### config.mk
export PLATFORM = sky130hd
export DESIGN_NAME = mwbg_top
export DESIGN_NICKNAME = d
export VERILOG_FILES = /design/src/mwbg_pkg.sv /design/src/mwbg_top.sv
export SDC_FILE = /design/constraint.sdc
export NUM_CORES = 1
export LEC_CHECK = 0
export BUFFER_PORTS_ARGS = -buffer_cell sky130_fd_sc_hd__buf_2
export CORE_MARGIN = 10
export CORE_UTILIZATION = 40
export CTS_BUF_LIST = sky130_fd_sc_hd__clkbuf_4 sky130_fd_sc_hd__clkbuf_8
export DETAILED_ROUTE_END_ITERATION = 10
export PLACE_DENSITY = 0.69
export SLEW_MARGIN = 15
export SYNTH_ARGS = -nofsm -noshare
export SYNTH_HDL_FRONTEND = slang
export SYNTH_SLANG_ARGS = --single-unit
### constraint.sdc
create_clock -name mclk -period 2.1 [get_ports mclk]
set_input_delay 0.42 -clock mclk [delete_from_list [all_inputs] [get_ports mclk]]
set_output_delay 0.42 -clock mclk [all_outputs]
set_load 0.01 [all_outputs]
### src/mwbg_pkg.sv
// Constants and types for the management watchdog boot guard.
// Assumes a single 200 MHz clock domain shared by all users.
package mwbg_pkg;

   // ----------------------------------------------------------------
   // Timing
   // ----------------------------------------------------------------
   localparam int unsigned CLK_MHZ = 200;
   localparam longint unsigned CLEAN_RUN_MIN = 30;
   localparam longint unsigned CLEAN_RUN_CYCLES =
      CLEAN_RUN_MIN * 64'd60 * 64'd1_000_000 * CLK_MHZ;
   localparam int CNT_W = 40;

   // ----------------------------------------------------------------
   // Restart count
   // ----------------------------------------------------------------
   localparam logic [1:0] RESTART_LIMIT = 2'h3;
   localparam logic [1:0] RESTART_RST = 2'h0;

   // ----------------------------------------------------------------
   // Host timer use codes and event data
   // ----------------------------------------------------------------
   localparam logic [2:0] USE_NONE = 3'h0;
   localparam logic [2:0] USE_BOOT_FAILURE_PHASE = 3'h1;
   localparam logic [7:0] EVT_SELF_RESTART = 8'h01;
   localparam logic [7:0] EVT_HOST_EXPIRE = 8'h02;
   localparam int TMO_W = 16;
   localparam logic [15:0] TMO_RST = 16'h0000;

   typedef enum logic [2:0] {
      MWBG_IDLE = 3'b001,
      MWBG_RUN = 3'b010,
      MWBG_EXPIRED = 3'b100
   } mwbg_tmr_t;

endpackage : mwbg_pkg

### src/mwbg_top.sv
// Management controller restart supervisor and host boot-phase watchdog.
// Assumes synchronous inputs, one clock, and host firmware that keeps
// its own obligations on arming and disarming the timer.
//
// Behaviour
// At most three self restarts, then hold in boot loader stage.
// Count clears on power cycle or after over 30 clean minutes.
// Log an event entry for every watchdog-initiated self restart.
// Degraded front-panel status after self restart until host reset.
// Host marks boot failure phase use, then loads a fresh timeout.
// Expiry in boot failure phase logs event, then hard-resets host.
// Host disables the timeout before option scan or password prompt.
// Host reads expiry status and logs last progress code itself.
// Boot failure timeout leaves processor status sensor unchanged.
// Boot failure timeout never touches front-panel indicators.
// Host timer stays stopped while the host is in light sleep.
// Saturating restart counter checked before leaving boot loader.
module mwbg_top
   import mwbg_pkg::*;
#(
   parameter longint unsigned CLEAN_CYCLES = CLEAN_RUN_CYCLES
) (
   input wire logic mclk,
   input wire logic rst,
   input wire logic clk_en,
   input wire logic self_wdt_restart,
   input wire logic boot_loader_done,
   input wire logic host_reset,
   input wire logic tmr_load,
   input wire logic [2:0] tmr_use,
   input wire logic [15:0] tmr_timeout,
   input wire logic tmr_stop,
   input wire logic log_enable,
   input wire logic host_light_sleep,
   input wire logic expire_clear,
   input wire logic cpu_status_in,
   output logic boot_loader_release,
   output logic boot_loader_hold,
   output logic [1:0] restart_count,
   output logic fp_degraded,
   output logic host_hard_reset,
   output logic event_valid,
   output logic [7:0] event_code,
   output logic [2:0] event_use,
   output logic tmr_expired,
   output logic [2:0] tmr_expired_use,
   output logic cpu_status_out
);

   mwbg_tmr_t state;
   logic [TMO_W-1:0] tmr_cnt;
   logic [2:0] cur_use;
   logic [CNT_W-1:0] clean_cnt;
   logic clean_done;

   assign clean_done = clean_cnt >= CNT_W'(CLEAN_CYCLES);

   // ----------------------------------------------------------------
   // Restart supervision
   // ----------------------------------------------------------------
   // saturating restart count
   // clean-run clearing
   always_ff @(posedge mclk) begin
      if (rst) begin
         restart_count <= RESTART_RST;
         clean_cnt <= '0;
      end else if (clk_en) begin
         if (self_wdt_restart) begin
            clean_cnt <= '0;
            if (restart_count != RESTART_LIMIT)
               restart_count <= restart_count + 2'h1;
         end else if (clean_done) begin
            restart_count <= RESTART_RST;
            clean_cnt <= '0;
         end else begin
            clean_cnt <= clean_cnt + CNT_W'(1);
         end
      end
   end

   // give up after the limit
   always_ff @(posedge mclk) begin
      if (rst) begin
         boot_loader_release <= 1'b0;
         boot_loader_hold <= 1'b0;
      end else if (clk_en) begin
         if (self_wdt_restart) begin
            boot_loader_release <= 1'b0;
         end else if (boot_loader_done && !boot_loader_release) begin
            // compare before release
            if (restart_count >= RESTART_LIMIT)
               boot_loader_hold <= 1'b1;
            else
               boot_loader_release <= 1'b1;
         end
         if (clean_done && !self_wdt_restart)
            boot_loader_hold <= 1'b0;
      end
   end

   // degraded status, held to host reset
   // no path from the host timer
   always_ff @(posedge mclk) begin
      if (rst) begin
         fp_degraded <= 1'b0;
      end else if (clk_en) begin
         if (self_wdt_restart)
            fp_degraded <= 1'b1;
         else if (host_reset)
            fp_degraded <= 1'b0;
      end
   end

   // ----------------------------------------------------------------
   // Host boot-phase timer
   // ----------------------------------------------------------------
   always_ff @(posedge mclk) begin
      if (rst) begin
         state <= MWBG_IDLE;
         tmr_cnt <= TMO_RST;
         cur_use <= USE_NONE;
      end else if (clk_en) begin
         unique case (state)
            MWBG_IDLE: begin
               if (tmr_load) begin
                  tmr_cnt <= tmr_timeout;
                  cur_use <= tmr_use;
                  state <= MWBG_RUN;
               end
            end
            MWBG_RUN: begin
               if (tmr_stop) begin
                  state <= MWBG_IDLE;
               end else if (tmr_load) begin
                  tmr_cnt <= tmr_timeout;
                  cur_use <= tmr_use;
               // frozen in light sleep
               end else if (!host_light_sleep) begin
                  if (tmr_cnt == TMO_RST)
                     state <= MWBG_EXPIRED;
                  else
                     tmr_cnt <= tmr_cnt - 16'h0001;
               end
            end
            MWBG_EXPIRED: begin
               state <= MWBG_IDLE;
            end
            default: state <= MWBG_IDLE;
         endcase
      end
   end

   // hard reset on expiry
   always_ff @(posedge mclk) begin
      if (rst)
         host_hard_reset <= 1'b0;
      else if (clk_en)
         host_hard_reset <= (state == MWBG_EXPIRED);
   end

   // Expiry status for host readback; a new expiry beats a clear
   always_ff @(posedge mclk) begin
      if (rst) begin
         tmr_expired <= 1'b0;
         tmr_expired_use <= USE_NONE;
      end else if (clk_en) begin
         if (state == MWBG_EXPIRED) begin
            tmr_expired <= 1'b1;
            tmr_expired_use <= cur_use;
         end else if (expire_clear) begin
            tmr_expired <= 1'b0;
         end
      end
   end

   // ----------------------------------------------------------------
   // Event log output
   // ----------------------------------------------------------------
   // Self restart wins a tie; a host expiry in the same cycle is rare
   // and the host still sees it through the expiry status.
   always_ff @(posedge mclk) begin
      if (rst) begin
         event_valid <= 1'b0;
         event_code <= 8'h00;
         event_use <= USE_NONE;
      end else if (clk_en) begin
         // self restart entry
         if (self_wdt_restart) begin
            event_valid <= 1'b1;
            event_code <= EVT_SELF_RESTART;
            event_use <= USE_NONE;
         // expiry entry with use
         end else if (state == MWBG_EXPIRED && log_enable) begin
            event_valid <= 1'b1;
            event_code <= EVT_HOST_EXPIRE;
            event_use <= cur_use;
         end else begin
            event_valid <= 1'b0;
         end
      end
   end

   // sensor passes through untouched
   always_ff @(posedge mclk) begin
      if (rst)
         cpu_status_out <= 1'b0;
      else if (clk_en)
         cpu_status_out <= cpu_status_in;
   end
endmodule : mwbg_top

==> flow_summary.json <==
{
  "status": "finished, final reports clean",
  "antenna_left": 0,
  "postSynth.asyncResetShare_pct": 0,
  "cp_top_family": "simple AND/OR/NAND/NOR gates",
  "rrSetupSlack_ps": 80,
  "swShare_pct": 26.8,
  "comb_power_share_pct": 16.9,
  "reg_to_reg_start": "tmr_cnt[13]",
  "crit_path_end_kind": "register",
  "cts_buffer_depth": 2,
  "fraction_of_power_consumed_by_sequential_logic_pct": 46.8,
  "cts.clk_slew.worst_paths_ps": 80,
  "layout.filler_cells": 932,
  "synth_enable_flop_cells": 0,
  "grt_pass1_vias": 3432,
  "drc": 0,
  "port_buffers": 47,
  "grt_antenna_before_repair": 0,
  "seqCellArea_sq_mm": 0.00158,
  "vdd.ir_drop.worst_v": 0.000357,
  "routed_wire_length_per_instance_um": 14.0,
  "cap_violations": 0,
  "cp_launch_point": "tmr_cnt[13]",
  "detail_route.iter0.violations": 220,
  "syn-cell-area_sq_mm": 0.00408,
  "timing.final.crit_share_pct": 96.2,
  "post-layout-total-power_uw": 3420,
  "area_growth_pct": 18.9,
  "cellInternalPower_uw": 2500,
  "clkPwrFrac_pct": 36.2,
  "grt_overflow_total": 0,
  "timing.rr.end": "tmr_cnt[0]",
  "worstSetupPathDepth": 5,
  "netlist_instances": 500,
  "worstPathBufferInverterCount": 0,
  "final_max_slew_viol_count": 0,
  "drt_first_pass_iters": 4,
  "hold_buf_cts": 0,
  "die_width_um": 121,
  "final_hold_viol_count": 0,
  "finalSetupTns_ps": 0,
  "synth-seq-cells": 79,
  "cp_slowest_cell": "sky130_fd_sc_hd__o211ai_4",
  "worstPathArrival_ps": 2250,
  "critPathMaxFanout": 15,
  "cts_root_buf": "sky130_fd_sc_hd__clkbuf_8",
  "post-route-worst-setup-slack_ps": 80.6,
  "report.final.setup_viol": 0,
  "start_util_pct": 41.4,
  "required_ps": 2330,
  "clk-insertion-delay-late_ps": 360,
  "crit_chain": "nor4_1 > nand4_1 > o211ai_4 > mux2i_1 > a21oi_1",
  "wirelength_um": 9730,
  "period_minus_slack_ps": 2020,
  "synth_sequential_area_ratio_pct": 38.7,
  "worst-r2r-cell-count": 5,
  "crit_path_end": "tmr_cnt[0]",
  "worst_clock_skew_ps": 8.39,
  "static-leakage-power_uw": 0.00176,
  "cts_inserted_buffers": 9,
  "cp_slowest_stage_delay_ps": 500,
  "global_route_wire_length_before_repair_um": 16100,
  "worstHoldPathType": "primary input to register",
  "switchingPower_uw": 915,
  "gp_routability_congestion": 0.816,
  "die_height_um": 121,
  "yosys.cell_types.count": 60,
  "placement_rows": 36,
  "antenna_cells": 0,
  "h-tree-depth": 3,
  "synthFlopType": "sky130_fd_sc_hd__dfxtp_1",
  "drive_above_1_share_pct": 21.1,
  "num-nets-final": 596,
  "cts_post_setup_buffers_inserted": 0,
  "pwr_dens_mw_per_mm2": 704,
  "detail_route.vias_per_cell": 5.26,
  "dp.final_hpwl_um": 7040,
  "design.portCount": 54,
  "die_area_sq_mm": 0.0146,
  "grt_start_max_net_pins": 39,
  "area_of_the_multi_input_gates_sq_mm": 0.00233,
  "fin_worst_hold_slack_ps": 300,
  "dp_worst_setup_slack_ps": -57.6,
  "yosys_warnings": 0,
  "holdPathStages": 3,
  "gr-usage-all-layers_pct": 13.1,
  "setup.worst_path.class": "register to register",
  "final_core_util_pct": 49.2,
  "critical_path.startpoint_type": "register",
  "achievable-frequency_ghz": 0.495,
  "clock_tree_from_tritoncts": "done",
  "cts_num_sinks": 79,
  "design.core.area_sq_mm": 0.00986,
  "syn_avg_cell_area_sq_um": 8.17,
  "via_count": 3663
}
layout by cell type, fill, tap and decap left out, drive strengths merged, types with 2 or more instances in the layout:
| cell | synthesis | routed |
|---|---|---|
| clkinv | 1 | 3 |
| o32ai | 4 | 4 |
| nand4 | 15 | 15 |
| bufinv | 0 | 2 |
| or4 | 3 | 3 |
| a31oi | 3 | 3 |
| nor3 | 19 | 19 |
| or3 | 2 | 2 |
| o21ai | 18 | 18 |
| mux2i | 6 | 6 |
| inv | 20 | 20 |
| a21o | 4 | 4 |
| a22oi | 5 | 5 |
| or3b | 2 | 2 |
| a21oi | 34 | 34 |
| nor4 | 19 | 19 |
| and4 | 5 | 5 |
| or2 | 4 | 4 |
| nor2 | 75 | 75 |
| nand2 | 40 | 40 |
| xor2 | 5 | 5 |
| conb | 1 | 6 |
| clkbuf | 12 | 11 |
| xnor2 | 35 | 35 |
| nor3b | 4 | 4 |
| a211oi | 7 | 7 |
| and2 | 2 | 2 |
| dfxtp | 79 | 79 |
| nand3 | 18 | 18 |
| ha | 5 | 5 |
| and3 | 2 | 2 |
| nand2b | 6 | 6 |
| o21a | 2 | 2 |
| a211o | 4 | 4 |
| mux2 | 3 | 3 |
| o211ai | 2 | 3 |
| buf | 21 | 76 |
what timing repair did:
item                       4_1_cts  5_1_grt
cloned                           0        1
hold endpoints to repair         0        0
resized for setup                2       12
pin swaps                        1        4
setup endpoints to repair       13       19
worst min-delay path by stage:
| stage | endpoint | start |
|---|---|---|
| floorplan | tmr_cnt[15] | tmr_cnt[15] |
| global placement | event_code[0] | event_code[0] |
| detailed placement | event_code[0] | event_code[0] |
| CTS | cpu_status_out | cpu_status_in |
| global route | cur_use[2] | tmr_use[2] |
| finish | cpu_status_out | cpu_status_in |
metrics by stage:
stage	instances	area, sq um
floorplan	505	4100
global placement	681	4580
detailed placement	681	4580
CTS	696	4800
global route	697	4850
finish	697	4850
cells by family (layout without fill, tap and decap cells):
family / Yosys count / count (layout) / share of synthesized area, %
AO/OA/AOI/OAI: 91 / 92 / 14.6
other: 1 / 6 / 0.0919
adder cells (fa/ha/maj): 5 / 5 / 1.53
flip-flops: 79 / 79 / 38.7
AND/OR/NAND/NOR: 221 / 221 / 27.9
buffers and inverters: 54 / 112 / 6.19
XOR/XNOR: 40 / 40 / 8.58
multiplexers: 9 / 9 / 2.30
layer usage:
metal	wire (um)	track usage [%]	vias to the layer above
met2	4780	21.8	61
met3	510	4.47	10
met4	118	3.62	0
li1	-	-	1858
met1	4320	15.8	1734
met5	0	0	-
power groups by stage:
stage | Sequential (uW) | Clock (uW) | Combinational (uW)
3_5_place_dp | 1630 | 0 | 547
4_1_cts | 1600 | 1270 | 552
3_3_place_gp | 1630 | 0 | 534
5_1_grt | 1610 | 1340 | 637
6_report | 1600 | 1240 | 578
2_1_floorplan | 1630 | 0 | 349
flip-flops by register name, indices dropped and copies added (netlist names):
name and cells:
event_valid 1, state 3, event_use 3, fp_degraded 1, tmr_cnt 16, event_code 2
restart_count 2, tmr_expired_use 3, clean_cnt 40, boot_loader_hold 1, tmr_expired 1, cpu_status_out 1
boot_loader_release 1, host_hard_reset 1, cur_use 3
worst min-delay path: stages:
cell and delay (ps):
sky130_fd_sc_hd__buf_2 70, sky130_fd_sc_hd__mux2i_1 50, sky130_fd_sc_hd__nor2_1 80
final cells by class:
class | instances | share of cell area, %
flip-flops and latches | 79 | 32.6
multi-input cells | 373 | 48.1
clock inverters | 4 | 1.44
inverters | 21 | 1.62
well taps | 133 | 3.43
clock buffers | 11 | 2.99
repair buffers | 76 | 9.85
cells in the mapped netlist, types with 4 or more instances:
library cell               instances  area [sq um]
sky130_fd_sc_hd__nor3_1           19          95.1
sky130_fd_sc_hd__and4_1            5          43.8
sky130_fd_sc_hd__o32ai_1           4          35.0
sky130_fd_sc_hd__a211o_1           4          35.0
sky130_fd_sc_hd__inv_1            20          75.1
sky130_fd_sc_hd__o21ai_0          15          75.1
sky130_fd_sc_hd__dfxtp_1          79          1580
sky130_fd_sc_hd__nor4_1           13          81.3
sky130_fd_sc_hd__a21o_1            4          30.0
sky130_fd_sc_hd__nand2_1          40           150
sky130_fd_sc_hd__nor4_2            5          62.6
sky130_fd_sc_hd__ha_1              5          62.6
sky130_fd_sc_hd__buf_4             8          60.1
sky130_fd_sc_hd__nand2b_1          6          37.5
sky130_fd_sc_hd__clkbuf_1         12          45.0
sky130_fd_sc_hd__a21oi_1          34           170
sky130_fd_sc_hd__nand3_1          18          90.1
sky130_fd_sc_hd__xor2_1            5          43.8
sky130_fd_sc_hd__a211oi_1          6          45.0
sky130_fd_sc_hd__buf_2            10          50.1
sky130_fd_sc_hd__a22oi_1           5          37.5
sky130_fd_sc_hd__xnor2_1          35           307
sky130_fd_sc_hd__mux2i_1           6          60.1
sky130_fd_sc_hd__nor2_1           75           282
sky130_fd_sc_hd__nand4_1          15          93.8
Power figures use the tool's default switching activity.
